[src/fpd_map.vh]
// Constants for the three-channel fan drive block: register offsets,
// field positions, reset values and timing counts.
// Assumes a 25 MHz clock and an 8-bit register port.
`ifndef FPD_MAP_VH
`define FPD_MAP_VH

// ----------------------------------------------------------------
// Register offsets
// ----------------------------------------------------------------
`define FPD_DUTY_NOW_1 8'h30
`define FPD_DUTY_NOW_2 8'h31
`define FPD_DUTY_NOW_3 8'h32
`define FPD_DRIVE_SETUP_1 8'h5c
`define FPD_DRIVE_SETUP_2 8'h5d
`define FPD_DRIVE_SETUP_3 8'h5e
`define FPD_RATE_SETUP_1 8'h5f
`define FPD_RATE_SETUP_2 8'h60
`define FPD_RATE_SETUP_3 8'h61

// ----------------------------------------------------------------
// Field positions
// ----------------------------------------------------------------
`define FPD_SPIN_HI 2
`define FPD_SPIN_LO 0
`define FPD_POL_BIT 4
`define FPD_BHV_HI 7
`define FPD_BHV_LO 5
`define FPD_LRATE_HI 2
`define FPD_LRATE_LO 0
`define FPD_HIRATE_BIT 3

// ----------------------------------------------------------------
// Behaviour codes
// ----------------------------------------------------------------
`define FPD_BHV_REMOTE1 3'h0
`define FPD_BHV_LOCAL 3'h1
`define FPD_BHV_REMOTE2 3'h2
`define FPD_BHV_FULL 3'h3
`define FPD_BHV_OFF 3'h4
`define FPD_BHV_FAST_LR2 3'h5
`define FPD_BHV_FAST_ALL 3'h6
`define FPD_BHV_MANUAL 3'h7

// ----------------------------------------------------------------
// Reset values
// ----------------------------------------------------------------
`define FPD_DUTY_RST 8'hff
`define FPD_DRIVE_RST 8'h82
`define FPD_RATE_RST 8'h04

// ----------------------------------------------------------------
// Timing: clock rate and derived counts
// ----------------------------------------------------------------
`define FPD_CLK_HZ 25000000
`define FPD_HI_RATE_HZ 22500
// Cycles per duty step: period / 256, rounded down
`define FPD_HI_STEP (`FPD_CLK_HZ / (`FPD_HI_RATE_HZ * 256))
// Low rates in tenths of a hertz
`define FPD_LR0_DHZ 110
`define FPD_LR1_DHZ 147
`define FPD_LR2_DHZ 221
`define FPD_LR3_DHZ 294
`define FPD_LR4_DHZ 353
`define FPD_LR5_DHZ 441
`define FPD_LR6_DHZ 588
`define FPD_LR7_DHZ 882
`define FPD_LSTEP(d) ((`FPD_CLK_HZ * 10) / ((d) * 256))
// Startup timeouts in milliseconds
`define FPD_TO1_MS 100
`define FPD_TO2_MS 250
`define FPD_TO3_MS 400
`define FPD_TO4_MS 667
`define FPD_TO5_MS 1000
`define FPD_TO6_MS 2000
`define FPD_TO7_MS 4000
`define FPD_MS_CYC (`FPD_CLK_HZ / 1000)
`define FPD_PULSES_NEEDED 2

`endif

[src/fpd_pwm_gen.v]
// One duty-cycle generator: step prescaler, 8-bit period counter, compare.
// Assumes the step count is held steady by the caller.
`timescale 1ns/1ps
`default_nettype none
`include "fpd_map.vh"

module fpd_pwm_gen (
  // Clock and reset
  input wire clk,
  input wire rst_n,
  // Control
  input wire [19:0] step_cycles,
  input wire [7:0] duty,
  input wire polarity_sel,
  input wire force_off,
  // Output
  output reg pwm_out
);

  reg [19:0] pre;
  reg [7:0] phase;
  wire active;

  // Full scale gives full duty, so 0xff compares as always on
  assign active = !force_off && ((duty == 8'hff) || (phase < duty));

  always @(posedge clk) begin
    if (!rst_n) begin
      pre <= 20'h0;
      phase <= 8'h0;
      pwm_out <= 1'b0;
    end else begin
      if (pre + 20'h1 >= step_cycles) begin
        pre <= 20'h0;
        phase <= phase + 8'h1;
      end else begin
        pre <= pre + 20'h1;
      end
      pwm_out <= active ^ polarity_sel;
    end
  end

endmodule // fpd_pwm_gen
`default_nettype wire

[src/fpd_spin_ctl.v]
// Spin-up sequencer for one channel: full drive until two fan pulses
// or a fixed time, with a startup timeout that flags a fault.
// Assumes fan_pulse is already synchronised and edge detected.
`timescale 1ns/1ps
`default_nettype none
`include "fpd_map.vh"

module fpd_spin_ctl (
  // Clock and reset
  input wire clk,
  input wire rst_n,
  // Control
  input wire start,
  input wire [2:0] timeout_sel,
  input wire pulse_startup_disable,
  input wire fan_pulse,
  input wire [31:0] ms_cycles,
  // Status
  output reg spinning,
  output reg mask_low_speed,
  output reg fault
);

  localparam ST_IDLE = 3'b001;
  localparam ST_SPIN = 3'b010;
  localparam ST_HOLD = 3'b100;

  reg [2:0] state;
  reg [31:0] ms_div;
  reg [12:0] ms_left;
  reg [1:0] pulses;
  reg [12:0] to_ms;
  reg [31:0] to_ms_full;

  always @* begin
    case (timeout_sel)
      3'h1: to_ms_full = `FPD_TO1_MS;
      3'h2: to_ms_full = `FPD_TO2_MS;
      3'h3: to_ms_full = `FPD_TO3_MS;
      3'h4: to_ms_full = `FPD_TO4_MS;
      3'h5: to_ms_full = `FPD_TO5_MS;
      3'h6: to_ms_full = `FPD_TO6_MS;
      3'h7: to_ms_full = `FPD_TO7_MS;
      default: to_ms_full = 32'h0;
    endcase
    // Longest timeout is 4000 ms, which fits in 13 bits
    to_ms = to_ms_full[12:0];
  end

  always @(posedge clk) begin
    if (!rst_n) begin
      state <= ST_IDLE;
      ms_div <= 32'h0;
      ms_left <= 13'h0;
      pulses <= 2'h0;
      spinning <= 1'b0;
      mask_low_speed <= 1'b0;
      fault <= 1'b0;
    end else begin
      fault <= 1'b0;
      case (state)
        ST_IDLE: begin
          if (start) begin
            state <= ST_SPIN;
            spinning <= 1'b1;
            mask_low_speed <= (to_ms != 13'h0);
            ms_left <= to_ms;
            ms_div <= 32'h0;
            pulses <= 2'h0;
          end
        end
        ST_SPIN: begin
          if (ms_div + 32'h1 >= ms_cycles) begin
            ms_div <= 32'h0;
            if (ms_left != 13'h0) ms_left <= ms_left - 13'h1;
          end else begin
            ms_div <= ms_div + 32'h1;
          end
          if (fan_pulse && pulses != 2'h3) pulses <= pulses + 2'h1;
          if (pulse_startup_disable) begin
            // Fixed-time spin-up ignores pulses entirely
            if (ms_left == 13'h0) begin
              state <= ST_HOLD;
              spinning <= 1'b0;
              mask_low_speed <= 1'b0;
            end
          end else if (fan_pulse && pulses + 2'h1 >= `FPD_PULSES_NEEDED) begin
            state <= ST_HOLD;
            spinning <= 1'b0;
            mask_low_speed <= 1'b0;
          end else if (ms_left == 13'h0 && to_ms != 13'h0) begin
            state <= ST_HOLD;
            spinning <= 1'b0;
            mask_low_speed <= 1'b0;
            fault <= 1'b1;
          end
        end
        ST_HOLD: begin
          if (!start) state <= ST_IDLE;
        end
        default: state <= ST_IDLE;
      endcase
    end
  end

endmodule // fpd_spin_ctl
`default_nettype wire

[src/fpd_fan_drive.v]
// Top of the three-channel fan drive block. Registers are reached over a
// simple 8-bit address/write/read port; temperatures and thresholds come
// from neighbouring calibration logic on the same clock.
`timescale 1ns/1ps
`default_nettype none
`include "fpd_map.vh"

module fpd_fan_drive #(
  parameter NCH = 3,
  parameter [31:0] MS_CYCLES = `FPD_MS_CYC
) (
  // Clock and reset
  input wire clk,
  input wire rst_n,
  // Register port
  input wire [7:0] reg_addr,
  input wire reg_wr,
  input wire [7:0] reg_wdata,
  output reg [7:0] reg_rdata,
  // Global configuration
  input wire pulse_startup_disable,
  input wire overtemp_pin,
  // Temperatures: remote one, local, remote two, 8 bits each
  input wire [23:0] temp,
  input wire [23:0] fan_on_temp,
  input wire [23:0] ramp_span,
  input wire [23:0] off_hysteresis,
  input wire [23:0] lowest_duty,
  // Fans
  input wire [NCH-1:0] fan_pulse_input,
  output reg [NCH-1:0] pwm_drive,
  output reg [NCH-1:0] low_speed_mask,
  output reg [NCH-1:0] fan_fault,
  output reg [NCH-1:0] continuous_measure
);

  // ----------------------------------------------------------------
  // Registers
  // ----------------------------------------------------------------
  reg [7:0] duty_now [0:NCH-1];
  reg [7:0] drive_setup [0:NCH-1];
  reg [7:0] rate_setup [0:NCH-1];
  reg [NCH-1:0] pulse_s1;
  reg [NCH-1:0] pulse_s2;
  reg [NCH-1:0] pulse_s3;
  reg overtemp_pin_s1;
  reg overtemp_pin_s2;
  reg [2:0] fan_running;

  wire [NCH-1:0] pwm_raw;
  wire [NCH-1:0] spin;
  wire [NCH-1:0] spin_mask;
  wire [NCH-1:0] spin_fault;

  // ----------------------------------------------------------------
  // Input synchronisers
  // ----------------------------------------------------------------
  always @(posedge clk) begin
    if (!rst_n) begin
      pulse_s1 <= {NCH{1'b0}};
      pulse_s2 <= {NCH{1'b0}};
      pulse_s3 <= {NCH{1'b0}};
      overtemp_pin_s1 <= 1'b0;
      overtemp_pin_s2 <= 1'b0;
    end else begin
      pulse_s1 <= fan_pulse_input;
      pulse_s2 <= pulse_s1;
      pulse_s3 <= pulse_s2;
      overtemp_pin_s1 <= overtemp_pin;
      overtemp_pin_s2 <= overtemp_pin_s1;
    end
  end

  // ----------------------------------------------------------------
  // Per-temperature automatic duty and on/off hysteresis
  // ----------------------------------------------------------------
  function [7:0] ramp_duty;
    input [7:0] t;
    input [7:0] ton;
    input [7:0] span;
    input [7:0] dmin;
    reg [8:0] over;
    reg [16:0] prod;
    reg [15:0] quo;
    begin
      over = {1'b0, t} - {1'b0, ton};
      prod = 17'h0;
      quo = 16'h0;
      if (t <= ton) begin
        ramp_duty = dmin;
      end else if (span == 8'h0 || over[7:0] >= span) begin
        ramp_duty = 8'hff;
      end else begin
        // Linear from lowest duty to full across the span
        prod = {9'h0, over[7:0]} * {9'h0, 8'hff - dmin};
        // Quotient stays below 255 - dmin, so its low byte is the whole of it
        quo = prod[15:0] / {8'h0, span};
        ramp_duty = dmin + quo[7:0];
      end
    end
  endfunction

  wire [7:0] auto_duty [0:2];
  genvar g;
  generate
    for (g = 0; g < 3; g = g + 1) begin : g_temp
      assign auto_duty[g] = fan_running[g] ?
        ramp_duty(temp[8*g+7:8*g], fan_on_temp[8*g+7:8*g], ramp_span[8*g+7:8*g],
                  lowest_duty[8*g+7:8*g]) : 8'h00;
      always @(posedge clk) begin
        if (!rst_n) begin
          fan_running[g] <= 1'b0;
        end else if (temp[8*g+7:8*g] > fan_on_temp[8*g+7:8*g]) begin
          fan_running[g] <= 1'b1;
        end else if ({1'b0, temp[8*g+7:8*g]} + {1'b0, off_hysteresis[8*g+7:8*g]} <
                     {1'b0, fan_on_temp[8*g+7:8*g]}) begin
          fan_running[g] <= 1'b0;
        end
      end
    end
  endgenerate

  function [7:0] max2;
    input [7:0] a;
    input [7:0] b;
    begin
      max2 = (a > b) ? a : b;
    end
  endfunction

  // ----------------------------------------------------------------
  // Per-channel datapath
  // ----------------------------------------------------------------
  generate
    for (g = 0; g < NCH; g = g + 1) begin : g_ch
      wire [2:0] bhv = drive_setup[g][`FPD_BHV_HI:`FPD_BHV_LO];
      wire hi_rate = rate_setup[g][`FPD_HIRATE_BIT];
      wire is_off = (bhv == `FPD_BHV_OFF);
      reg [7:0] target;
      reg [19:0] step;
      reg [31:0] step_full;

      // Behaviour selects the duty source
      always @* begin
        case (bhv)
          `FPD_BHV_REMOTE1: target = auto_duty[0];
          `FPD_BHV_LOCAL: target = auto_duty[1];
          `FPD_BHV_REMOTE2: target = auto_duty[2];
          `FPD_BHV_FULL: target = 8'hff;
          `FPD_BHV_FAST_LR2: target = max2(auto_duty[1], auto_duty[2]);
          `FPD_BHV_FAST_ALL: target = max2(auto_duty[0], max2(auto_duty[1], auto_duty[2]));
          `FPD_BHV_MANUAL: target = overtemp_pin_s2 ? 8'hff : duty_now[g];
          default: target = 8'h00;
        endcase
        if (spin[g]) target = 8'hff;
      end

      // Rate select to cycles per duty step
      always @* begin
        case (rate_setup[g][`FPD_LRATE_HI:`FPD_LRATE_LO])
          3'h0: step_full = `FPD_LSTEP(`FPD_LR0_DHZ);
          3'h1: step_full = `FPD_LSTEP(`FPD_LR1_DHZ);
          3'h2: step_full = `FPD_LSTEP(`FPD_LR2_DHZ);
          3'h3: step_full = `FPD_LSTEP(`FPD_LR3_DHZ);
          3'h4: step_full = `FPD_LSTEP(`FPD_LR4_DHZ);
          3'h5: step_full = `FPD_LSTEP(`FPD_LR5_DHZ);
          3'h6: step_full = `FPD_LSTEP(`FPD_LR6_DHZ);
          default: step_full = `FPD_LSTEP(`FPD_LR7_DHZ);
        endcase
        if (hi_rate) step_full = `FPD_HI_STEP;
        // Slowest rate needs 14 bits, so the low 20 bits hold every count
        step = step_full[19:0];
      end

      fpd_spin_ctl u_spin (
        .clk(clk),
        .rst_n(rst_n),
        .start(!is_off),
        .timeout_sel(drive_setup[g][`FPD_SPIN_HI:`FPD_SPIN_LO]),
        .pulse_startup_disable(pulse_startup_disable),
        .fan_pulse(pulse_s2[g] & ~pulse_s3[g]),
        .ms_cycles(MS_CYCLES),
        .spinning(spin[g]),
        .mask_low_speed(spin_mask[g]),
        .fault(spin_fault[g])
      );

      fpd_pwm_gen u_pwm (
        .clk(clk),
        .rst_n(rst_n),
        .step_cycles(step),
        .duty(target),
        .polarity_sel(drive_setup[g][`FPD_POL_BIT]),
        .force_off(is_off),
        .pwm_out(pwm_raw[g])
      );

      // Duty register follows the driven duty outside manual mode
      always @(posedge clk) begin
        if (!rst_n) begin
          duty_now[g] <= `FPD_DUTY_RST;
          drive_setup[g] <= `FPD_DRIVE_RST;
          rate_setup[g] <= `FPD_RATE_RST;
        end else begin
          if (reg_wr && reg_addr == `FPD_DRIVE_SETUP_1 + g) drive_setup[g] <= reg_wdata;
          if (reg_wr && reg_addr == `FPD_RATE_SETUP_1 + g) rate_setup[g] <= reg_wdata;
          if (bhv == `FPD_BHV_MANUAL && !spin[g] && !overtemp_pin_s2) begin
            if (reg_wr && reg_addr == `FPD_DUTY_NOW_1 + g)
              duty_now[g] <= reg_wdata;
          end else begin
            duty_now[g] <= target;
          end
        end
      end
    end
  endgenerate

  // ----------------------------------------------------------------
  // Outputs and read mux
  // ----------------------------------------------------------------
  integer i;
  always @(posedge clk) begin
    if (!rst_n) begin
      pwm_drive <= {NCH{1'b0}};
      low_speed_mask <= {NCH{1'b0}};
      fan_fault <= {NCH{1'b0}};
      continuous_measure <= {NCH{1'b0}};
      reg_rdata <= 8'h00;
    end else begin
      pwm_drive <= pwm_raw;
      low_speed_mask <= spin_mask;
      fan_fault <= spin_fault;
      reg_rdata <= 8'h00;
      for (i = 0; i < NCH; i = i + 1) begin
        continuous_measure[i] <= rate_setup[i][`FPD_HIRATE_BIT];
        if (reg_addr == `FPD_DUTY_NOW_1 + i) reg_rdata <= duty_now[i];
        if (reg_addr == `FPD_DRIVE_SETUP_1 + i) reg_rdata <= drive_setup[i];
        if (reg_addr == `FPD_RATE_SETUP_1 + i) reg_rdata <= rate_setup[i];
      end
    end
  end

endmodule // fpd_fan_drive
`default_nettype wire

[config.mk]
export PLATFORM = sky130hd
export DESIGN_NAME = fpd_fan_drive
export DESIGN_NICKNAME = d
export VERILOG_FILES = /design/src/fpd_pwm_gen.v /design/src/fpd_spin_ctl.v /design/src/fpd_fan_drive.v
export VERILOG_INCLUDE_DIRS = /design/src
export SDC_FILE = /design/constraint.sdc
export NUM_CORES = 2
export LEC_CHECK = 0
export BUFFER_PORTS_ARGS = -buffer_cell sky130_fd_sc_hd__buf_2
export CAP_MARGIN = 20
export CELL_PAD_IN_SITES_DETAIL_PLACEMENT = 0
export CELL_PAD_IN_SITES_GLOBAL_PLACEMENT = 1
export CORE_MARGIN = 2
export CORE_UTILIZATION = 29
export DETAILED_ROUTE_END_ITERATION = 7
export PLACE_DENSITY_LB_ADDON = 0.1
export SYNTH_ARGS = -nofsm -noshare
export SYNTH_HDL_FRONTEND = slang
export SYNTH_SLANG_ARGS = --single-unit
[constraint.sdc]
create_clock -name clk -period 132.7 [get_ports clk]
set_input_delay 13.27 -clock clk [delete_from_list [all_inputs] [get_ports clk]]
set_output_delay 13.27 -clock clk [all_outputs]
set_load 0.005 [all_outputs]
==> Word level (Yosys, flattened, before mapping) <==
Memories as Yosys holds them, arrays and structs flattened.
Index checks and enable logic that the tools add are counted.
{ "classes": {"n_addsub": 30, "mul": 3, "n_div": 3, "order_cmp": 26, "n_eq_ne": 105, "mux": 174, "bitwise_logic": 25, "reduce_logical": 85} }
{ "op_table": {"columns": ["cell", "count"], "rows": [
  ["8-bit two-way mux", 38],
  ["14-bit one-hot mux with 7 select lines", 3],
  ["12-bit one-hot mux with 7 select lines", 3],
  ["32-bit two-way mux", 6],
  ["32-bit one-hot mux with 2 select lines", 3],
  ["8-bit one-hot mux with 7 select lines", 3],
  ["13-bit two-way mux", 9],
  ["3-bit equality test, second input constant", 36],
  ["32-bit by 1-bit adder with 32-bit output, second input constant", 3],
  ["32-bit by 15-bit greater-or-equal comparator with 1-bit output, second input constant", 3],
  ["32-bit by 2-bit greater-or-equal comparator with 1-bit output, second input constant", 3],
  ["13-bit one-hot mux with 2 select lines", 3],
  ["13-bit nonzero test", 6],
  ["1-bit two-way mux", 67],
  ["3-bit by 2-bit equality test with 1-bit output, second input constant", 21],
  ["20-bit by 1-bit adder with 20-bit output, second input constant", 3],
  ["20-bit greater-or-equal comparator", 3],
  ["20-bit two-way mux", 3],
  ["3-bit two-way mux", 18],
  ["16-bit by 8-bit divider with 16-bit output", 3],
  ["8-bit by 7-bit equality test with 1-bit output, second input constant", 6],
  ["8-bit by 8-bit multiplier with 16-bit output", 3],
  ["8-bit greater-than comparator", 5],
  ["13-bit zero test", 3],
  ["38 further kinds", 197]
]} }
{ "word_totals": {"regBits": 280, "ram_bits": 72, "input_bits": 144, "output_inout_bits": 20, "elab_cells": 497, "mem_count": 3} }
{ "memory_table": {"columns": ["memory", "depth", "word_bits", "read_ports", "rd_ports_with_merged_regs", "wr", "line_no", "source"], "rows": [
  ["drive_setup", 3, 8, 3, 0, 3, "fpd_fan_drive.v:41", "reg [7:0] drive_setup [0:NCH-1];"],
  ["duty_now", 3, 8, 3, 0, 3, "fpd_fan_drive.v:40", "reg [7:0] duty_now [0:NCH-1];"],
  ["rate_setup", 3, 8, 3, 0, 3, "fpd_fan_drive.v:42", "reg [7:0] rate_setup [0:NCH-1];"]
]} }

==> Depth between registers and ports, before layout <==
{ "logic_depth": {"depth_word": 17, "mapped_depth": 229, "mapped_depth_nobuf": 218} }

==> Cells and area by module <==
A second synthesis with hierarchy kept.
{ "unflattened": {"cells_unflattened": 6330, "area_unflattened_um2": 49876.6} }
{ "by_module_without_submodules": {"columns": ["mod", "n_inst", "cells_per_inst", "area_per_inst_um2", "seq_area_each_um2"], "rows": [
  ["fpd_fan_drive", 1, 4050, 31679.1, 2842.7],
  ["fpd_spin_ctl", 3, 528, 4085.2, 1061.0],
  ["fpd_pwm_gen", 3, 232, 1980.6, 580.6]
]} }

==> Least setup slack after synthesis <==
Ideal clock, no wire load.
{ "synth_timing": {"path_kind": "input-to-reg", "startpoint": "input port temp[16]", "endpoint": "register g_ch[2].u_pwm.pwm_out", "setup_time_ps": 128, "arrival_ps": 54018, "t_required_ps": 132572, "slack_ps": 78555, "cell_stages": 216, "n_path_buf": 12, "path_cell_list": "inv_1 ha_1 inv_1 fa_1 a21o_1 a21oi_1 o21bai_1 a21oi_1 xnor2_1 nor2_1 fa_1 fa_1 fa_1 inv_1 fa_1 inv_1 ha_1 a211o_1 (+180 left out) ha_1 nor2b_1 o21ai_0 nand2b_1 a21oi_1 o21ai_0 o21a_1 buf_1 nor2_1 mux2_2 a311oi_1 ha_1 a21o_1 a211o_1 o221ai_1 o2bb2ai_1 xnor2_1 nor2_1"} }
{ "synth_between": {"elab_chain_cells": 17, "word_cells_on_any_way": 21, "cone_classes": "2 x add/sub; 1 x mul; 1 x div; 5 x order compare; 1 x eq/ne; 7 x mux; 1 x bitwise; 3 x reduce/logical"} }
{ "synth_lines": {"columns": ["item", "line_no", "source"], "rows": [
  ["from (decl)", "fpd_fan_drive.v:24", "input wire [23:0] temp,"],
  ["8-bit subtractor", "fpd_fan_drive.v:86", "over = {1'b0, t} - {1'b0, ton};"],
  ["8-bit by 8-bit multiplier with 16-bit output", "fpd_fan_drive.v:95", "prod = {9'h0, over[7:0]} * {9'h0, 8'hff - dmin};"],
  ["16-bit by 8-bit divider with 16-bit output", "fpd_fan_drive.v:97", "quo = prod[15:0] / {8'h0, span};"],
  ["8-bit adder", "fpd_fan_drive.v:98", "ramp_duty = dmin + quo[7:0];"],
  ["8-bit two-way mux", "fpd_fan_drive.v:91", "end else if (span == 8'h0 || over[7:0] >= span) begin"],
  ["8-bit two-way mux *", "fpd_fan_drive.v:89", "if (t <= ton) begin"],
  ["8-bit two-way mux *", "fpd_fan_drive.v:107", "assign auto_duty[g] = fan_running[g] ?"],
  ["8-bit greater-than comparator", "fpd_fan_drive.v:127", "max2 = (a > b) ? a : b;"],
  ["8-bit two-way mux", "fpd_fan_drive.v:127", null],
  ["8-bit greater-than comparator", "fpd_fan_drive.v:127", null],
  ["8-bit two-way mux", "fpd_fan_drive.v:127", null],
  ["8-bit one-hot mux with 7 select lines *", "fpd_fan_drive.v:145", "case (bhv)"],
  ["8-bit two-way mux *", "fpd_fan_drive.v:155", "if (spin[g]) target = 8'hff;"],
  ["8-bit < comparator / 8-bit equality test (equally long branches)", "fpd_pwm_gen.v:25", "assign active = !force_off && ((duty == 8'hff) || (phase < duty));"],
  ["1-bit logical OR *", "fpd_pwm_gen.v:25", null],
  ["1-bit logical AND *", "fpd_pwm_gen.v:25", null],
  ["1-bit bitwise XOR *", "fpd_pwm_gen.v:39", "pwm_out <= active ^ polarity_sel;"],
  ["to (signal assigned)", "fpd_pwm_gen.v:39", null],
  ["to (decl)", "fpd_pwm_gen.v:17", "output reg pwm_out"]
]} }
Mark *: on every way between the ends. The rest lies on a longest branch, timed or not.
A chain may end at the register's enable or synchronous reset.

==> Worst setup path after layout <==
{ "layout_timing": {"startpoint": "input port temp[16]", "endpoint": "register g_ch[0].u_pwm.pwm_out"} }
{ "layout_between": {"elab_chain_cells": 17, "word_cells_on_any_way": 21, "cone_classes": "2 x add/sub; 1 x mul; 1 x div; 5 x order compare; 1 x eq/ne; 7 x mux; 1 x bitwise; 3 x reduce/logical"} }
{ "layout_lines": {"columns": ["item", "line_no"], "rows": [
  ["8-bit subtractor", "fpd_fan_drive.v:86"],
  ["8-bit by 8-bit multiplier with 16-bit output", "fpd_fan_drive.v:95"],
  ["16-bit by 8-bit divider with 16-bit output", "fpd_fan_drive.v:97"],
  ["8-bit adder", "fpd_fan_drive.v:98"],
  ["8-bit two-way mux", "fpd_fan_drive.v:91"],
  ["8-bit two-way mux *", "fpd_fan_drive.v:89"],
  ["8-bit two-way mux *", "fpd_fan_drive.v:107"],
  ["8-bit greater-than comparator", "fpd_fan_drive.v:127"],
  ["8-bit two-way mux", "fpd_fan_drive.v:127"],
  ["8-bit greater-than comparator", "fpd_fan_drive.v:127"],
  ["8-bit two-way mux", "fpd_fan_drive.v:127"],
  ["8-bit one-hot mux with 7 select lines *", "fpd_fan_drive.v:145"],
  ["8-bit two-way mux *", "fpd_fan_drive.v:155"],
  ["8-bit < comparator / 8-bit equality test (equally long branches)", "fpd_pwm_gen.v:25"],
  ["1-bit logical OR *", "fpd_pwm_gen.v:25"],
  ["1-bit logical AND *", "fpd_pwm_gen.v:25"],
  ["1-bit bitwise XOR *", "fpd_pwm_gen.v:39"],
  ["to (signal assigned)", "fpd_pwm_gen.v:39"],
  ["to (decl)", "fpd_pwm_gen.v:17"]
]} }
Marked as above.

==> metrics.txt <==
final hold vios=0; area of the core=156000 um2; largest net degree at the start of global routing=76; Worst Hold End=pulse_s2[1]; drt pass-1 iters=6; ys async rst share=0%; CP Launch Point=temp[16]; Max Clock Skew=0.0354 ns; Hold Path Cell Cnt=1; final setup vio count=0; Core Rows=about 150; CTS tree=built; Ports=164; CP max-delay cell=a221oi_1; clk slew on worst S/H paths=0.06 ns; die height=400 um; detailed placement HPWL=115000 um; CP startpoint kind=primary input; Buffers on Ports=163; initial antenna violation count=19; share of cells above drive strength 1=under 10%; Seq/Total Area, Yosys=17.0%; FMAX=16.2 MHz; Iteration-0 DRC Markers=2162; worst hold path type=register to register; Mapped Area=roughly 46000 um2; gr ovfl total=0; chip width=400 um; Resize count post-CTS=0; ys flop type=dfxtp_1; RSZ-0062 raised after global routing=no; Sink Count=352; Detail Route Antenna Nets=0; WL final=147000 um; post-synthesis compound-gate area fraction=23.8%; mux contribution to synthesized area=3.30%; gpl congestion=0.824; vias in the first global route=~41000; Inserted Clock Buffers=46; Yosys cell types=114; Synth area leader=ha_1; DR vias=41900; WP data required=133.13 ns; Syn-to-layout area delta=10.2%; hold_buf cts=0; synth top area cells=ha_1 (17%), dfxtp_1 (12%), nor2_1 (5.2%); Reg2Reg Setup Slack=roughly 130 ns; clock period minus worst slack=61.65 ns; Ys Warns=0; Root Driver=clkbuf_16; cell mode on critical path=o21a_1; per-cell routed wire length=18.3 um; Post-Syn Instances=5828; maximum capacitance violations=0; Worst R2R End=g_ch[0].u_pwm.pwm_out; first-pass GRT wire length=~230000 um; Post-CTS Setup Bufs=0; Final Max Slew Viols=0; simple-gate share of the synthesized area=23.5%; Layout Nets=6785; H-tree lvl count=2; status=complete, no violations; Post-Route Setup TNS=0 ns; largest family of logic cells by synthesized area=compound AO/OA/AOI/OAI gates; worst-path fanout max=17; DR vias/cell=roughly 5.2; XOR/XNOR Fraction of Synth Area=around 5.2%; Post-route DRC=0; Synth Area per Inst=7.82 um2; Final period util=46.5%; Max clock buf depth=3; Starting Density=29.2%; full die area=160000 um2; hold path start=pulse_s1[1]; share of Yosys cell area claimed by the top area cell type=17.1%; critical path class=primary input to register; total track usage=between 15 and 20%; Slew Limit Headroom=between 30 and 40%; Reg2Reg Depth=27; Worst-Skew Late Latency=around 0.6 ns; Worst Path Arrival=62.08 ns; #FFs+latches synth=352; largest stage delay on the critical path=0.72 ns; Synth Area in Adders=about 22%; EDFF count, synth=72; CP Capture Type=register; reg2reg start=fan_running[2]; worst-margin pin slew=1.03 ns
[placed cells by master (no fill, tap or decap), types with 29 or more instances in the layout]
| cell | synthesis | final |
|---|---|---|
| nand2b_1 | 112 | 112 |
| a211oi_1 | 36 | 36 |
| or3_1 | 79 | 79 |
| o21ai_0 | 294 | 294 |
| o211ai_1 | 52 | 52 |
| a31oi_1 | 75 | 75 |
| inv_1 | 376 | 376 |
| dfxtp_1 | 280 | 280 |
| clkbuf_16 | 0 | 48 |
| nand4_1 | 49 | 49 |
| a21o_1 | 141 | 141 |
| and3_1 | 190 | 190 |
| xor2_1 | 107 | 107 |
| fa_1 | 117 | 117 |
| nor2b_1 | 83 | 82 |
| mux2i_1 | 43 | 43 |
| nand2_1 | 321 | 321 |
| ha_1 | 622 | 622 |
| mux2_2 | 90 | 90 |
| o31ai_1 | 67 | 67 |
| a22oi_1 | 40 | 40 |
| and2_1 | 66 | 66 |
| nor4_1 | 44 | 43 |
| buf_2 | 12 | 162 |
| edfxtp_1 | 72 | 72 |
| o21a_1 | 167 | 167 |
| o21bai_1 | 42 | 42 |
| or2_2 | 64 | 64 |
| nor3_1 | 215 | 214 |
| xnor2_1 | 166 | 166 |
| nor2_1 | 631 | 630 |
| buf_4 | 0 | 48 |
| a21oi_1 | 435 | 435 |
| nand3_1 | 125 | 125 |
| o221a_2 | 29 | 29 |
[sequential cells by signal (all words and copies together) (netlist names), 6 cells and up]
name and count:
drive_setup 24, g_ch.u_spin.ms_div 96, duty_now 24, g_ch.u_pwm.pre 60, g_ch.u_spin.state 9, g_ch.u_spin.ms_left 39
g_ch.u_spin.pulses 6, rate_setup 24, reg_rdata 8, g_ch.u_pwm.phase 24
[kinds of logic (layout without fill, tap and decap cells)]
| group | Yosys count | in the layout |
|---|---|---|
| AO/OA/AOI/OAI | 1625 | 1625 |
| XOR/XNOR | 273 | 273 |
| adder cells (fa/ha/maj) | 739 | 739 |
| buffers and inverters | 592 | 687 |
| flip-flops | 352 | 352 |
| multiplexers | 137 | 137 |
| other | 1 | 23 |
| AND/OR/NAND/NOR | 2109 | 2109 |
[worst max path at each step]
stage	end	slack (ns)	cells after the start
2_1_floorplan	g_ch[2].u_pwm.pwm_out	78.55	216
3_3_place_gp	g_ch[1].u_pwm.pwm_out	71.02	202
3_5_place_dp	g_ch[0].u_pwm.pwm_out	70.58	203
4_1_cts	g_ch[0].u_pwm.pwm_out	71.08	203
5_1_grt	g_ch[0].u_pwm.pwm_out	66.55	208
6_report	g_ch[0].u_pwm.pwm_out	71.05	204
[stage by stage]
stage,instances,area (um2),util [%],setup WS (ns),hold slack (ns)
final,8003,50200,32.2,71.05,0.419
after global routing,8001,50200,32.2,66.55,0.429
after CTS,7996,50200,32.1,71.08,0.423
after detailed placement,7910,48600,31.1,70.58,0.419
after global placement,7908,48600,31.1,71.02,0.416
after floorplan,5845,45600,-,78.55,0.410
[per-layer routing]
| layer | track usage [%] | vias up | wire [um] |
|---|---|---|---|
| li1 | - | 21400 | - |
| met1 | 23.9 | 19800 | 70400 |
| met2 | 30.7 | 525 | 69200 |
| met3 | 1.93 | 146 | 4490 |
| met4 | 3.30 | 14 | 2420 |
| met5 | 0 | - | 77 |
[critical path, delay by kind of cell]
| kind | cells | cell delay (ns) |
|---|---|---|
| compound gates | 109 | 24.12 |
| xor+xnor | 4 | 0.87 |
| fa+ha+maj | 27 | 8.70 |
| buf+inv | 16 | 2.71 |
| mux | 8 | 2.77 |
| simple gates | 40 | 9.52 |
[Yosys cell counts, types with 16 or more instances]
library cell,count
o31ai_1,67
mux2_2,90
and3_1,190
o211ai_1,52
clkbuf_1,178
o221a_2,29
or3_1,79
ha_1,622
nor4_1,44
xnor2_1,166
mux2i_1,43
fa_1,117
o21ai_0,294
a21oi_1,435
nor3_1,215
nand4_1,49
nor2_1,631
a22oi_1,40
xor2_1,107
or2_2,64
nand2_1,321
a221oi_1,19
dfxtp_1,280
edfxtp_1,72
nand2b_1,112
nor3b_1,21
a21o_1,141
nand3_1,125
inv_1,376
nand3b_1,28
a31oi_1,75
a211oi_1,36
o21a_1,167
o21bai_1,42
a21boi_0,16
and2_1,66
nor2b_1,83
or4_1,20
[area by class of cell]
| cell class | instances | area (um2) |
|---|---|---|
| clock buffer | 59 | 1290 |
| multi-input combinational | 4901 | 35700 |
| inverter | 388 | 1460 |
| antenna | 5 | 12.5 |
| fill | 16700 | 106000 |
| clock inverter | 27 | 277 |
| tap | 2058 | 2570 |
| timing repair buffer | 213 | 1190 |
| sequential | 352 | 7770 |
Power is not shown: default switching activity piles up to over one toggle a cycle in this logic, so the estimate is an artifact.
